[config.mk]
export PLATFORM = sky130hd
export DESIGN_NAME = cpf_protect
export DESIGN_NICKNAME = d
export VERILOG_FILES = /design/src/inc/cpf_pkg.sv /design/src/rtl/cpf_protect.sv
export SDC_FILE = /design/constraint.sdc
export NUM_CORES = 1
export LEC_CHECK = 0
export ABC_CLOCK_PERIOD_IN_PS = 8280
export BUFFER_PORTS_ARGS = -buffer_cell sky130_fd_sc_hd__buf_2
export CELL_PAD_IN_SITES_DETAIL_PLACEMENT = 1
export CELL_PAD_IN_SITES_GLOBAL_PLACEMENT = 1
export CORE_MARGIN = 5
export CORE_UTILIZATION = 45
export DETAILED_ROUTE_END_ITERATION = 7
export HOLD_SLACK_MARGIN = 0.1
export PLACE_DENSITY = 0.87
export RECOVER_POWER = 25
export SETUP_SLACK_MARGIN = 0.02
export SLEW_MARGIN = 0
export SYNTH_ARGS = -nofsm -noshare
export SYNTH_HDL_FRONTEND = slang
export SYNTH_SLANG_ARGS = --single-unit
[constraint.sdc]
create_clock -name clk_sys -period 8.28 [get_ports clk_sys]
set_clock_uncertainty 0.05 [all_clocks]
set_input_delay 1.242 -clock clk_sys [delete_from_list [all_inputs] [get_ports clk_sys]]
set_output_delay 1.242 -clock clk_sys [all_outputs]
set_load 0.02 [all_outputs]
[src/inc/cpf_pkg.sv]
// constants shared by the converter protection and fault manager
package cpf_pkg;
   // register byte offsets
   localparam logic [4:0] ADR_REPORT = 5'h00;
   localparam logic [4:0] ADR_FTYPE  = 5'h04;
   localparam logic [4:0] ADR_ILIM   = 5'h08;
   localparam logic [4:0] ADR_LIMITS = 5'h0C;
   localparam logic [4:0] ADR_FLAGS  = 5'h10;
   localparam logic [4:0] ADR_STATE  = 5'h14;
   // report_group_config_reg fields
   localparam int B_REP_EN   = 0;
   localparam int B_PROP_EN  = 1;
   localparam int B_PROP_ERR = 2;
   // fault_type_config_reg fields
   localparam int B_RAMP_DIS = 0;
   localparam int B_LATCH_LO = 1;   // latch bits 1..4: current, low volt, heat, ramp
   // current_limit_setpoint_reg fields
   localparam int B_COMP_DIS = 0;
   // limits register fields
   localparam int B_PG95     = 0;
   localparam int B_OVP_LO   = 8;
   // fault_flags_register bit positions (0 = condition present)
   localparam int F_HEATW = 0;
   localparam int F_PG    = 1;
   localparam int F_ILIM  = 2;
   localparam int F_LOWV  = 3;
   localparam int F_HEAT  = 4;
   localparam int F_RAMP  = 5;
   localparam int F_HIGHV = 6;
   localparam int NFLAG   = 7;
   // reset values
   localparam logic [31:0] RST_REPORT = 32'h0000_0000;
   localparam logic [31:0] RST_FTYPE  = 32'h0000_0000;
   localparam logic [31:0] RST_ILIM   = 32'h0000_0000;
   localparam logic [31:0] RST_LIMITS = 32'h0000_7800;  // ov at 120 %
   // thresholds, temperatures in degC, voltages in mV, ratios in percent
   localparam logic [7:0]  T_WARN_ON  = 8'd120;
   localparam logic [7:0]  T_WARN_OFF = 8'd117;
   localparam logic [7:0]  T_SHUT     = 8'd120;
   localparam logic [7:0]  T_RESTART  = 8'd110;
   localparam logic [7:0]  PCT_PG_HI  = 8'd110;
   localparam logic [7:0]  PCT_PG_LO0 = 8'd90;
   localparam logic [7:0]  PCT_PG_LO1 = 8'd95;
   localparam logic [7:0]  PCT_OV_MIN = 8'd110;
   localparam logic [7:0]  PCT_OV_MAX = 8'd130;
   localparam logic [12:0] OV_ABS_MIN = 13'd1000;
   localparam logic [12:0] RAMP_TOL   = 13'd250;
   // timing
   localparam int CLK_MHZ     = 200;
   localparam int RETRY_MS    = 130;
   localparam int RETRY_CYC   = RETRY_MS * 1000 * CLK_MHZ;
   // fsm states
   typedef enum logic [1:0] {CPF_RUN, CPF_OFF, CPF_LATCH} cpf_state_t;
endpackage : cpf_pkg

[src/rtl/cpf_protect.sv]
// converter protection and fault manager with avalon-mm register access
//
// Register access over Avalon-MM and the register offsets were decided locally.
`timescale 1ns/1ps
module cpf_protect
   import cpf_pkg::*;
#(
   parameter int RETRY_COUNT = RETRY_CYC
) (
   // clock and reset
   input  wire logic        clk_sys,
   input  wire logic        rst_b,
   // avalon-mm slave
   input  wire logic [4:0]  avs_address,
   input  wire logic        avs_read,
   input  wire logic        avs_write,
   input  wire logic [31:0] avs_writedata,
   output logic [31:0]      avs_readdata,
   output logic             avs_waitrequest,
   // measurements and converter phase
   input  wire logic [7:0]  temp_c,
   input  wire logic [11:0] vout_mv,
   input  wire logic [11:0] vset_mv,
   input  wire logic [11:0] vramp_mv,
   input  wire logic [11:0] prebias_mv,
   input  wire logic        ilim_hit,
   input  wire logic        ramping_up,
   input  wire logic        steady,
   input  wire logic        on_cmd,
   // power good open-drain pin
   input  wire logic        pg_pin_i,
   output logic             pg_pin_o,
   output logic             pg_pin_oe,
   // shared fault line open-drain pin
   input  wire logic        fault_line_i,
   output logic             fault_line_o,
   output logic             fault_line_oe,
   // converter control
   output logic             gate_hs_en,
   output logic             gate_ls_on,
   output logic             regular_off,
   output logic             run_en,
   output logic             ilim_comp_en,
   output logic             host_alert
);

   cpf_state_t  state;
   logic [31:0] reg_report;
   logic [31:0] reg_ftype;
   logic [31:0] reg_ilim;
   logic [31:0] reg_limits;
   logic [NFLAG-1:0] flt;        // active-high warnings and sticky faults
   logic [NFLAG-1:2] flt_q;      // sticky faults and errors, set by hardware
   logic        heat_warn;
   logic        pg_warn;
   logic        ack;
   logic [1:0]  pg_sync;
   logic [1:0]  line_sync;
   logic [1:0]  pg_oe_d;
   logic [1:0]  line_oe_d;
   logic [24:0] retry_cnt;
   logic        on_cycled;
   logic        on_prev;
   logic        hard_err;

   // v * 100 against s * pct, no divider needed
   function automatic logic pct_gt(input logic [12:0] v, input logic [11:0] s,
                                   input logic [7:0] pct);
      logic [19:0] a;
      logic [19:0] b;
      a = 20'(v) * 20'd100;
      b = 20'(s) * 20'(pct);
      return a > b;
   endfunction : pct_gt

   function automatic logic [12:0] absdiff(input logic [11:0] a, input logic [11:0] b);
      return (a > b) ? 13'(a - b) : 13'(b - a);
   endfunction : absdiff

   // register decode
   logic wr_hit;
   logic rd_hit;
   assign wr_hit = avs_write & ack;   // a write lands at the edge waitrequest is low
   assign rd_hit = avs_read & ~ack;

   // one wait state per access keeps decode and readback registered
   always_ff @(posedge clk_sys) begin
      if (!rst_b)
         ack <= 1'b0;
      else
         ack <= (avs_read | avs_write) & ~ack;
   end
   assign avs_waitrequest = (avs_read | avs_write) & ~ack;

   // readback, unmapped offsets read zero
   always_ff @(posedge clk_sys) begin
      if (!rst_b) begin
         avs_readdata <= 32'h0000_0000;
      end else if (rd_hit) begin
         unique case (avs_address)
            ADR_REPORT: avs_readdata <= reg_report;
            ADR_FTYPE:  avs_readdata <= reg_ftype;
            ADR_ILIM:   avs_readdata <= reg_ilim;
            ADR_LIMITS: avs_readdata <= reg_limits;
            ADR_FLAGS:  avs_readdata <= {25'h0, ~flt};
            ADR_STATE:  avs_readdata <= {30'h0, state};
            default:    avs_readdata <= 32'h0000_0000;
         endcase
      end
   end

   // configuration registers; a flags write clears sticky faults, writes to other offsets are dropped
   always_ff @(posedge clk_sys) begin
      if (!rst_b) begin
         reg_report <= RST_REPORT;
         reg_ftype  <= RST_FTYPE;
         reg_ilim   <= RST_ILIM;
         reg_limits <= RST_LIMITS;
      end else if (wr_hit) begin
         if (avs_address == ADR_REPORT) reg_report <= avs_writedata;
         if (avs_address == ADR_FTYPE)  reg_ftype  <= avs_writedata;
         if (avs_address == ADR_ILIM)   reg_ilim   <= avs_writedata;
         if (avs_address == ADR_LIMITS) reg_limits <= avs_writedata;
      end
   end

   // two-flop synchronisers on both open-drain pins
   always_ff @(posedge clk_sys) begin
      if (!rst_b) begin
         pg_sync   <= 2'b11;
         line_sync <= 2'b11;
         pg_oe_d   <= 2'b11;
         line_oe_d <= 2'b00;
      end else begin
         pg_sync   <= {pg_sync[0], pg_pin_i};
         line_sync <= {line_sync[0], fault_line_i};
         pg_oe_d   <= {pg_oe_d[0], pg_pin_oe};
         line_oe_d <= {line_oe_d[0], fault_line_oe};
      end
   end

   // threshold decisions
   logic [7:0]  ov_pct;
   logic [7:0]  pg_lo_pct;
   logic        above_pb;
   logic        pg_out;
   logic        ov_hit;
   logic        uv_hit;
   logic        ramp_err;
   logic        line_low;
   logic        ext_pg_low;
   logic        running;
   logic [12:0] vout13;

   assign vout13    = {1'b0, vout_mv};
   assign running   = (state == CPF_RUN);
   assign above_pb  = vout_mv > prebias_mv;
   assign pg_lo_pct = reg_limits[B_PG95] ? PCT_PG_LO1 : PCT_PG_LO0;
   // clamp programmed ratio into the legal span
   always_comb begin
      ov_pct = reg_limits[B_OVP_LO +: 8];
      if (ov_pct < PCT_OV_MIN) ov_pct = PCT_OV_MIN;
      if (ov_pct > PCT_OV_MAX) ov_pct = PCT_OV_MAX;
   end
   // outside 110 % or below 90/95 %
   assign pg_out = pct_gt(vout13, vset_mv, PCT_PG_HI)
                 | ~pct_gt(vout13, vset_mv, pg_lo_pct);
   // the 1.0 v floor wins over a small setpoint ratio
   assign ov_hit = above_pb & pct_gt(vout13, vset_mv, ov_pct)
                 & (vout13 > OV_ABS_MIN);
   // low-voltage threshold shares the lower window edge
   assign uv_hit   = ~pct_gt(vout13, vset_mv, pg_lo_pct);
   assign ramp_err = ramping_up & ~reg_ftype[B_RAMP_DIS]
                   & (absdiff(vout_mv, vramp_mv) > RAMP_TOL);
   // only a line pulled low by someone else counts as propagation;
   // our own pull stays masked until the synchroniser has seen its release
   assign line_low   = ~line_sync[1] & ~fault_line_oe & ~|line_oe_d;
   assign ext_pg_low = ~pg_sync[1] & ~pg_pin_oe & ~|pg_oe_d;

   // fault detection terms for this cycle
   logic set_ilim;
   logic set_lowv;
   logic set_heat;
   logic set_ramp;
   logic set_highv;
   logic fast_now;
   logic prop_fast;

   assign set_ilim  = running & above_pb & ilim_hit & uv_hit;
   assign set_lowv  = running & steady & uv_hit & ~set_ilim
                    & ~flt[F_ILIM];
   assign set_heat  = temp_c > T_SHUT;
   assign set_ramp  = running & ramp_err;
   assign set_highv = ov_hit;
   // a propagated error from the group forces the fast path
   assign prop_fast = line_low & reg_report[B_PROP_ERR];
   assign fast_now  = set_ilim | set_ramp | set_highv | prop_fast;

   // sticky faults: set beats a software clear in the same cycle
   logic [NFLAG-1:0] set_vec;
   logic [NFLAG-1:0] clr_vec;
   assign set_vec = {set_highv, set_ramp, set_heat, set_lowv, set_ilim, 2'b00};
   assign clr_vec = (wr_hit && avs_address == ADR_FLAGS) ? avs_writedata[NFLAG-1:0] : '0;

   always_ff @(posedge clk_sys) begin
      if (!rst_b)
         flt_q <= '0;
      else
         flt_q <= set_vec[NFLAG-1:2] | (flt_q & ~clr_vec[NFLAG-1:2]);
   end

   // heat warning with hysteresis, runs whenever powered
   always_ff @(posedge clk_sys) begin
      if (!rst_b)
         heat_warn <= 1'b0;
      else if (temp_c > T_WARN_ON)
         heat_warn <= 1'b1;
      else if (temp_c < T_WARN_OFF)
         heat_warn <= 1'b0;
   end

   // power good warning follows window or external pull-down
   always_ff @(posedge clk_sys) begin
      if (!rst_b)
         pg_warn <= 1'b0;
      else if ((steady & running & pg_out) | ext_pg_low)
         pg_warn <= 1'b1;
      else
         pg_warn <= 1'b0;
   end
   // warnings sit in bits 0 and 1 below the sticky faults
   assign flt = {flt_q, pg_warn, heat_warn};

   // power good pin low on warning and whenever not steady
   always_ff @(posedge clk_sys) begin
      if (!rst_b)
         pg_pin_oe <= 1'b1;
      else
         pg_pin_oe <= (steady & running & pg_out) | ~steady | ~running;
   end
   assign pg_pin_o = 1'b0;

   // warnings reach the manager only with reporting enabled
   always_ff @(posedge clk_sys) begin
      if (!rst_b)
         host_alert <= 1'b0;
      else
         host_alert <= reg_report[B_REP_EN] & (heat_warn | pg_warn);
   end

   // shared line pulled low while a fault or error is held
   always_ff @(posedge clk_sys) begin
      if (!rst_b)
         fault_line_oe <= 1'b0;
      else
         fault_line_oe <= reg_report[B_PROP_EN] & (|flt[NFLAG-1:2]);
   end
   assign fault_line_o = 1'b0;

   // restart bookkeeping
   logic trip;
   logic cond_gone;
   logic latch_sel;
   logic retry_done;
   logic sw_cleared;

   assign trip       = (|set_vec) | line_low;
   assign retry_done = retry_cnt == 25'(RETRY_COUNT - 1);
   // heat restart waits for the lower restart temperature
   assign cond_gone  = ~uv_hit & ~ilim_hit & ~ov_hit & ~line_low
                     & (temp_c < T_RESTART);
   assign latch_sel  = |(reg_ftype[B_LATCH_LO +: 4] & flt[F_RAMP:F_ILIM]);
   assign sw_cleared = ~|flt[NFLAG-1:2];

   // remember a cycle of the turn-on command while latched
   always_ff @(posedge clk_sys) begin
      if (!rst_b) begin
         on_prev   <= 1'b0;
         on_cycled <= 1'b0;
      end else begin
         on_prev <= on_cmd;
         if (state != CPF_LATCH)
            on_cycled <= 1'b0;
         else if (on_cmd & ~on_prev)
            on_cycled <= 1'b1;
      end
   end

   // off-time counter measures the retry interval
   always_ff @(posedge clk_sys) begin
      if (!rst_b)
         retry_cnt <= '0;
      else if (state == CPF_RUN)
         retry_cnt <= '0;
      else if (!retry_done)
         retry_cnt <= retry_cnt + 25'd1;
   end

   // run / off / latched control
   always_ff @(posedge clk_sys) begin
      if (!rst_b) begin
         state <= CPF_RUN;
      end else begin
         unique case (state)
            CPF_RUN:
               if (trip)
                  state <= CPF_OFF;
            CPF_OFF:
               if (latch_sel)
                  state <= CPF_LATCH;
               else if (retry_done & cond_gone)
                  state <= CPF_RUN;
            CPF_LATCH:
               // power cycling is the reset itself
               if (retry_done & cond_gone & (sw_cleared | on_cycled))
                  state <= CPF_RUN;
            default:
               state <= CPF_OFF;
         endcase
      end
   end
   assign run_en = on_cmd & running;

   // gate drive and turn-off mode, updated at the detecting edge
   always_ff @(posedge clk_sys) begin
      if (!rst_b) begin
         gate_hs_en  <= 1'b0;
         gate_ls_on  <= 1'b0;
         regular_off <= 1'b0;
         hard_err    <= 1'b0;
      end else begin
         hard_err <= set_highv | (hard_err & ~running);
         if (set_highv) begin
            gate_hs_en <= 1'b0;
            gate_ls_on <= 1'b1;
         end else if (fast_now) begin
            gate_hs_en <= 1'b0;
            gate_ls_on <= 1'b0;
         end else if (!running) begin
            gate_hs_en <= 1'b0;
            gate_ls_on <= hard_err;             // low side kept on after an over-voltage
         end else begin
            gate_hs_en <= on_cmd;
            gate_ls_on <= 1'b0;
         end
         // ramped turn-off handed to the sequencer
         regular_off <= (set_heat | set_lowv | (line_low & ~prop_fast))
                      | (regular_off & ~running) | (~running & ~hard_err);
      end
   end

   // compensation stays on unless software turns it off
   assign ilim_comp_en = ~reg_ilim[B_COMP_DIS];

endmodule : cpf_protect

==> results of run 1 <==
==> critical path, cell delays in order <==
cell and delay [ns]:
buf_2 0.11, inv_1 0.32, nor2_1 0.14, fa_1 0.60
fa_1 0.45, fa_1 0.54, inv_1 0.05, fa_1 0.54
inv_1 0.04, ha_1 0.20, or2_2 0.29, or4_1 0.42
a21oi_1 0.20, o31ai_1 0.15, a21o_1 0.20, a21oi_1 0.20
xor2_1 0.11, ha_1 0.33, nand4_1 0.15, nor4_1 0.39
nand4b_1 0.14, a31oi_1 0.16, or3b_2 0.15, a211oi_1 0.08
a2111oi_1 0.45, o21ai_0 0.13, a21oi_1 0.24, mux2i_1 0.23
==> state kept, by name, summed over array words and instances, names as in the netlist, 2 cells and up <==
register	cells
state	2
reg_ilim	32
reg_ftype	32
flt_q	5
avs_readdata	32
reg_limits	32
line_sync	2
retry_cnt	25
line_oe_d	2
pg_sync	2
pg_oe_d	2
reg_report	32
==> cell type report <==
cell class	count	area, um2
fill	5105	20900
multi-input combinational	1737	13600
sequential	212	4240
inverter	277	1040
timing repair buffer	180	947
tap	539	674
clock buffer	33	652
clock inverter	4	56.3
antenna	5	12.5
==> kinds of logic (layout without fill, tap and decap cells) <==
group                    after synthesis  after routing
AO/OA/AOI/OAI                        526            526
flip-flops                           212            212
AND/OR/NAND/NOR                      729            729
multiplexers                           9              9
other                                  1              7
XOR/XNOR                              79             79
buffers and inverters                377            494
adder cells (fa/ha/maj)              392            392
==> report_power, final <==
part / total, W / internal [W] / switching (W) / leakage (nW)
combinational: 0.00244 / 0.00100 / 0.00144 / 7.44
clock: 0.000985 / 0.000574 / 0.000412 / 0.349
sequential: 0.00107 / 0.00105 / 0.0000232 / 1.71
==> cells in the mapped netlist, types with 13 or more instances <==
master    instances
ha_1            257
a31oi_1          13
clkbuf_1         83
xor2_1           38
inv_1           276
o21bai_1         14
nor3_1           35
xnor2_1          41
nand4_1          20
o21ai_0          67
a22oi_1          60
nor2b_1          43
nand3_1          39
nand2_1         344
a21o_1           30
nand2b_1         18
and3_1           19
and2_1           37
dfxtp_1         212
fa_1            135
a21boi_0        135
a21oi_1         142
nor2_1          117
==> through the flow <==
| step | total power, W | hold WS, ns | setup TNS (ns) |
|---|---|---|---|
| 6_report | 0.00449 | 0.375 | 0 |
| 2_1_floorplan | 0.00278 | 0.336 | 0 |
| 3_3_place_gp | 0.00332 | 0.352 | 0 |
| 4_1_cts | 0.00450 | 0.383 | 0 |
| 3_5_place_dp | 0.00350 | 0.350 | -0.113 |
| 5_1_grt | 0.00485 | 0.390 | 0 |
==> metal layers <==
metal  up-vias  global-route usage (%)  routed length, um
met5         -                       0                 67
li1       7991                       -                  -
met1      8677                    31.9              26200
met2       397                    46.2              30900
met3       108                    3.28               2760
met4        10                    6.13               1530
==> path summary, 6_finish.rpt <==
check	to	depth (start not counted)	slack (ns)
setup reg to reg	state[1]	29	0.45
setup / recovery	state[1]	28	0.40
hold / removal	line_sync[1]	1	0.38
hold reg to reg	line_sync[1]	1	0.38
==> what timing repair did <==
item                                    4_1_cts  5_1_grt
setup buffers                                 0        0
gates resized for setup                       0        1
hold endpoints to repair                      0        0
endpoints found under the setup margin        0        2
==> impl_metrics.toml, run 1 <==
[sta]
setup_viol = 0
rsz0062_at_grt = "no"
timing_hold_violations_final = 0
tightest_slew_ns = 1.06
relSlewSlack_pct = 29.5
min_period_ns = 7.88
fin_crit_sh_pct = 95.2
setup_slack_ns = 0.395
fmax_mhz = 127
slew_violations = 0

[drt]
antenna_left = 0
initialDrtViolationCount = 963
first_pass_iters = 5
drc_errors = 0
drt-wirelength-per-cell_um = 20.6
wl_um = 61400
num_vias = 17183
viasPerCell = 5.75

[floorplanning]
die_w_um = 217
std_cell_rows = 75
io_pins = 146
die-area_mm2 = 0.0471
core_mm2 = 0.0421
start_util_pct = 45.7
fp.dieH_um = 217

[synth]
syn_avg_cell_area_um2 = 8.29
synth_flop_cell = "dfxtp_1"
yosysUniqueCellTypes = 75
synth_seq_area_share_pct = 22.0
synth_area_leader_cell = "dfxtp_1"
ys_ff_latch = 212
synth_compound_area_share_pct = 18.0
synth_area_leaders = "dfxtp_1, ha_1, fa_1"
synth_warnings = 0
synth-adder-area-share_pct = 30.7
yosysTopAreaCellShare_pct = 22.0
synthXorXnorAreaFrac_pct = 3.59
syn-cell-area_mm2 = 0.0193
synth_enable_flop_cells = 0
async_flop_share_pct = 0
synthSimpleGateAreaFrac_pct = 17.6
synth_top_family_by_area = "adder cells"
synth.area.mux_share_pct = 0.474
synthCells = 2325

[worst_setup_path]
crit_path_end_kind = "flip-flop"
start_kind = "input port"
cp_max_fo = 7
required_ns = 8.66
crit_arrival_ns = 8.27
crit_type = "in -> reg"
r2r_start = "reg_limits[15]"
crit_start = "vset_mv[5]"

[global_routing]
grt_overflow = 0
grt_max_degree = 102
grt_pass1_wl_um = 98500
grt_usage_pct = 25.3
grt_pass1_vias = 18847
antenna_found_initial = 10

[final_layout]
layout_common_cells = "nand2_1, inv_1, ha_1"
final_common_cell = "nand2_1"
nNetsFinal = 2925
fin_area_mm2 = 0.0212
drive_above_1_share_pct = 8.27
fin_cells = 2987
area_growth_syn_to_layout_pct = 10.2
utilization_pct = 50.4

[clock_tree]
htree_levels = 1
clk_latency_ns = 0.51
path_clk_slew_ns = 0.06
cts_buffers = 22
cts_buffer_depth = 3
clock-sinks = 212
cts-root-buf = "clkbuf_16"
postCtsHoldBufs = 0
cts_tree = "done"

[pwr]
power.density_mw_per_mm2 = 211
leakagePower_nw = 9.51
vdd_drop_max_mv = 0.132

[min_path]
hp-class = "reg -> reg"
hp-start = "line_sync[0]"

[status]
status = "completed"

[placement]
dpl-instance-area_mm2 = 0.0206
dp_hpwl_um = 47100
dp.cells = 2945
place_congestion = 0.906
pre_cts_slack_ns = -0.0662
io_buffers = 143

[run]
drv_cap = 0
No activity file was read; power rests on OpenSTA's default activity.
==> run 2, diff against run 1 <==
Settings changed: ABC_AREA set to 1, BUFFER_PORTS_ARGS -buffer_cell sky130_fd_sc_hd__buf_2 to -buffer_cell sky130_fd_sc_hd__buf_4, PLACE_DENSITY 0.87 to 0.89.
==> impl_metrics.toml, run 2 <==
[drt]
antenna_left = 0
top_layer_used = "met4"
wl_met2_um = 31200
initialDrtViolationCount = 987
viasPerCell = 5.47
first_pass_iters = 5
drt-wirelength-per-cell_um = 19.1
drc_errors = 0
route.met3.wl_um = 2440
num_vias = 18202
m1WireLength_um = 28100
wl_um = 63400

[placement]
dp.cells = 3287
io_buffers = 143
place_congestion = 0.925
dpl-instance-area_mm2 = 0.0211
dp_hpwl_um = 49800

[sta]
worst_hold_slack_ns = 0.380
setup_viol = 0
tightest_slew_ns = 2.69
fmax_mhz = 133
relSlewSlack_pct = -79.4
timing_hold_violations_final = 0
slew_violations = 142
min_period_ns = 7.54
fin_crit_sh_pct = 91.1
rsz0062_at_grt = "no"
final.setup.tns_ns = 0

[final_layout]
drive_above_1_share_pct = 6.90
layout_common_cells = "inv_1, nand2_1, a21oi_1"
antenna_cells = 0
nNetsFinal = 3220
fin_area_mm2 = 0.0217
nFillCells = 5502
fin_cells = 3325
final_common_cell = "inv_1"
area_growth_syn_to_layout_pct = 11.4

[worst_setup_path]
rrSetupSlack_ns = 0.74
crit_arrival_ns = 7.89
slowest_delay_ns = 0.56
crit_type = "reg -> reg"
rr_worst_depth = 34
critPathMostFrequentCell = "inv_1"
slowest_stage = "fa_1"
path_buf_inv = 6
endpoint = "state[0]"
start_kind = "flip-flop"
r2r_start = "reg_limits[15]"
crit_path_end_kind = "flip-flop"
required_ns = 8.63
cp_max_fo = 33
crit_family = "adder cells"
crit_start = "reg_limits[15]"
path_depth = 34
reg2reg_to = "state[0]"

[min_path]
hp-class = "reg -> reg"

[pwr]
p_seq_share_pct = 22.4
p_int_w = 0.00265
comb_power_share_pct = 56.5
leakagePower_nw = 10.3
power.density_mw_per_mm2 = 221
vdd_drop_max_mv = 0.113
clockPowerShare_pct = 21.2
swShare_pct = 44.8
p_switching_w = 0.00215

[synth]
yosysTopAreaCellShare_pct = 21.8
synth_warnings = 0
synthCells = 2614
synth_enable_flop_cells = 0
yosysUniqueCellTypes = 57
syn_avg_cell_area_um2 = 7.45
synth_area_leader_cell = "dfxtp_1"
synth_common_cells = "inv_1, nand2_1, a21oi_1, ha_1, dfxtp_1"
synth_flop_cell = "dfxtp_1"
syn-cell-area_mm2 = 0.0195
async_flop_share_pct = 0
post-synth-top-count-cell = "inv_1"
synth_seq_area_share_pct = 21.8
synth_area_leaders = "dfxtp_1, ha_1, fa_1"
ys_ff_latch = 212

[global_routing]
antenna_found_initial = 0
grt_usage_pct = 26.3
grt_max_degree = 74
grt_pass1_wl_um = 103000
grt_pass1_vias = 19854
grt_overflow = 0

[clock_tree]
clock-sinks = 212
cts_buffer_depth = 3
htree_levels = 1
cts_buffers = 21
cts-root-buf = "clkbuf_16"
cts_tree = "done"
path_clk_slew_ns = 0.07
clk_latency_ns = 0.51

[floorplanning]
die-area_mm2 = 0.0475
std_cell_rows = 76
fp.dieH_um = 218
io_pins = 146
die_w_um = 218
core_mm2 = 0.0430
start_util_pct = 45.3

[status]
violations = "capacitance limit, slew limit"
status = "finished with violations"

[run]
drv_cap = 2
run 2: cell count changes after synthesis, sizes merged, moves of 19 or more:
cell	before	now
o22ai	3	53
a21oi	142	274
nor2	117	175
a22oi	60	0
nand3	39	70
nor2b	43	0
a21o	30	1
and2	38	4
a21boi	135	3
clkbuf	83	64
o21ai	69	208
inv	276	540
xnor2	41	14
run 2: logic make-up after synthesis:
logic type / Yosys count / synth area share (%)
simple gates: 724 / 16.1
buf+inv: 624 / 12.1
compound gates: 592 / 16.4
fa+ha+maj: 392 / 30.4
flops: 212 / 21.8
xor+xnor: 69 / 3.10
other cells: 1 / 0.0193
run 2: worst min path at each step:
stage,from,to,slack [ns],cells after the start
6_report,line_sync[0],line_sync[1],0.38,1
4_1_cts,line_sync[0],line_sync[1],0.39,1
2_1_floorplan,line_sync[0],line_sync[1],0.34,1
5_1_grt,line_sync[0],line_sync[1],0.39,1
3_5_place_dp,pg_sync[0],pg_sync[1],0.36,1
3_3_place_gp,pg_sync[0],pg_sync[1],0.35,1
run 2: power by group through the flow:
stage | combinational [W] | clock (W) | sequential, W
after floorplan | 0.00185 | 0 | 0.00109
after global placement | 0.00244 | 0 | 0.00109
after detailed placement | 0.00267 | 0 | 0.00110
after CTS | 0.00270 | 0.00103 | 0.00107
after global routing | 0.00305 | 0.00107 | 0.00108
final | 0.00271 | 0.00102 | 0.00107
run 2: through the flow:
step	total power (W)	worst slack, ns	util [%]
2_1_floorplan	0.00294	1.34	-
3_3_place_gp	0.00354	0.544	49.1
3_5_place_dp	0.00377	0.173	49.1
4_1_cts	0.00480	0.639	50.8
5_1_grt	0.00520	0.0564	50.5
6_report	0.00480	0.740	50.5
run 2: metal layers:
layer  vias up  GRT usage [%]
met2       418           46.5
met5         -              0
li1       8674              -
met4         0           6.64
met1      9003           34.4
met3       107           2.72
run 2: layout make-up:
type / instances / area [um2] / share of cell area [%]
multi-input cells: 1779 / 12900 / 59.3
flip-flops and latches: 212 / 4240 / 19.6
inverters: 551 / 2070 / 9.54
repair buffers: 160 / 1040 / 4.81
well taps: 585 / 732 / 3.37
clock buffers: 29 / 626 / 2.88
clock inverters: 9 / 108 / 0.496
run 2: timing repair:
action                                  4_1_cts  5_1_grt
hold buffers                                  0        0
buffers inserted                              0        0
endpoints found under the setup margin        0        2
resized for setup                             0        1
==> run 3, diff against run 2 <==
Settings changed: ABC_CLOCK_PERIOD_IN_PS 8280 to 7900.
Clock period 8.28 ns to 7.9 ns, I/O delays scaled along.
==> impl_metrics.toml, run 3 (synthesis results as in run 2) <==
[final_layout]
area_growth_syn_to_layout_pct = 11.8
nFillCells = 5479
layout_common_cells = "inv_1, nand2_1, a21oi_1"
antenna_cells = 0
drive_above_1_share_pct = 7.14
nNetsFinal = 3227
final_common_cell = "inv_1"

[clock_tree]
htree_levels = 1
cts_tree = "done"
cts_buffers = 22
postCtsHoldBufs = 0
cts_buffer_depth = 3
clk_latency_ns = 0.50
path_clk_slew_ns = 0.07
cts-root-buf = "clkbuf_16"
clock-sinks = 212

[global_routing]
grt_pass1_vias = 20173
grt_pass1_wl_um = 104000
grt_max_degree = 77
grt_overflow = 0
antenna_found_initial = 1
grt_usage_pct = 26.6

[worst_setup_path]
critPathMostFrequentCell = "nand2_1"
crit_family = "adder cells"
crit_path_end_kind = "flip-flop"
cp_max_fo = 10
start_kind = "flip-flop"
path_buf_inv = 6
slowest_delay_ns = 0.55
crit_type = "reg -> reg"
slowest_stage = "fa_1"
crit_arrival_ns = 7.59
required_ns = 8.24

[sta]
fin_crit_sh_pct = 91.7
min_period_ns = 7.24
setup_viol = 0
worst_hold_slack_ns = 0.368
final.setup.tns_ns = 0
fmax_mhz = 138
slew_violations = 58
tightest_slew_ns = 1.68
relSlewSlack_pct = -11.9
timing_hold_violations_final = 0

[status]
violations = "capacitance limit, slew limit"
status = "finished with violations"

[floorplanning]
die_w_um = 218
io_pins = 146
start_util_pct = 45.3
die-area_mm2 = 0.0475
fp.dieH_um = 218
std_cell_rows = 76
core_mm2 = 0.0430

[drt]
initialDrtViolationCount = 1052
num_vias = 18391
route.met3.wl_um = 3300
top_layer_used = "met5"
drt-wirelength-per-cell_um = 19.4
viasPerCell = 5.52
wl_um = 64700
antenna_left = 0
m1WireLength_um = 27500
wl_met2_um = 31600
first_pass_iters = 5
drc_errors = 0

[placement]
dp_hpwl_um = 50000
io_buffers = 143
place_congestion = 0.945

[pwr]
finalPower_w = 0.00504
leakagePower_nw = 10.4
power.density_mw_per_mm2 = 232
vdd_drop_max_mv = 0.140

[min_path]
hp-class = "reg -> reg"

[run]
drv_cap = 2
-- run 3: cell count changes in the layout (fill, tap and decap cells not counted), moves of 2 or more --
| cell | before | now |
|---|---|---|
| clkinv_1 | 11 | 9 |
| buf_4 | 118 | 122 |
| clkbuf_1 | 43 | 48 |
| inv_2 | 3 | 5 |
| clkbuf_16 | 21 | 23 |
| clkbuf_8 | 7 | 4 |
-- run 3: power by group --
| group | switching [W] | internal [W] |
|---|---|---|
| Combinational | 0.00176 | 0.00106 |
| Clock | 0.000436 | 0.000666 |
| Sequential | 0.0000255 | 0.00110 |
-- run 3: through the flow --
step	area (um2)	std cells	worst slack, ns	util [%]
after floorplan	19500	2615	1.02	-
after global placement	21200	3293	0.362	49.2
after CTS	21900	3331	0.192	51.0
after detailed placement	21200	3293	-0.0536	49.2
after global routing	21800	3331	-0.00450	50.6
final	21800	3331	0.658	50.6
-- run 3: repair_timing --
item | CTS | global route
setup endpoints to repair | 0 | 4
resized for setup | 0 | 8
buffers inserted | 0 | 0
-- run 3: worst paths after layout --
check,startpoint,end,slack [ns],cells after the start
max,reg_limits[13],state[1],0.66,33
min,pg_sync[0],pg_sync[1],0.37,1
max reg2reg,reg_limits[13],state[1],0.66,33
min reg2reg,pg_sync[0],pg_sync[1],0.37,1
-- run 3: area by class of cell --
| cell class | instances | area, um2 | area share [%] |
|---|---|---|---|
| Clock buffer | 32 | 649 | 2.98 |
| Clock inverter | 6 | 105 | 0.483 |
| Timing Repair Buffer | 166 | 1080 | 4.98 |
| Multi-Input combinational cell | 1779 | 12900 | 59.2 |
| Tap cell | 585 | 732 | 3.36 |
| Inverter | 551 | 2070 | 9.52 |
| Sequential cell | 212 | 4240 | 19.5 |
-- run 3: metal layers --
layer,track usage [%],vias up
li1,-,8674
met1,33.1,9053
met2,47.1,503
met3,4.18,159
met4,8.62,2
met5,0,-
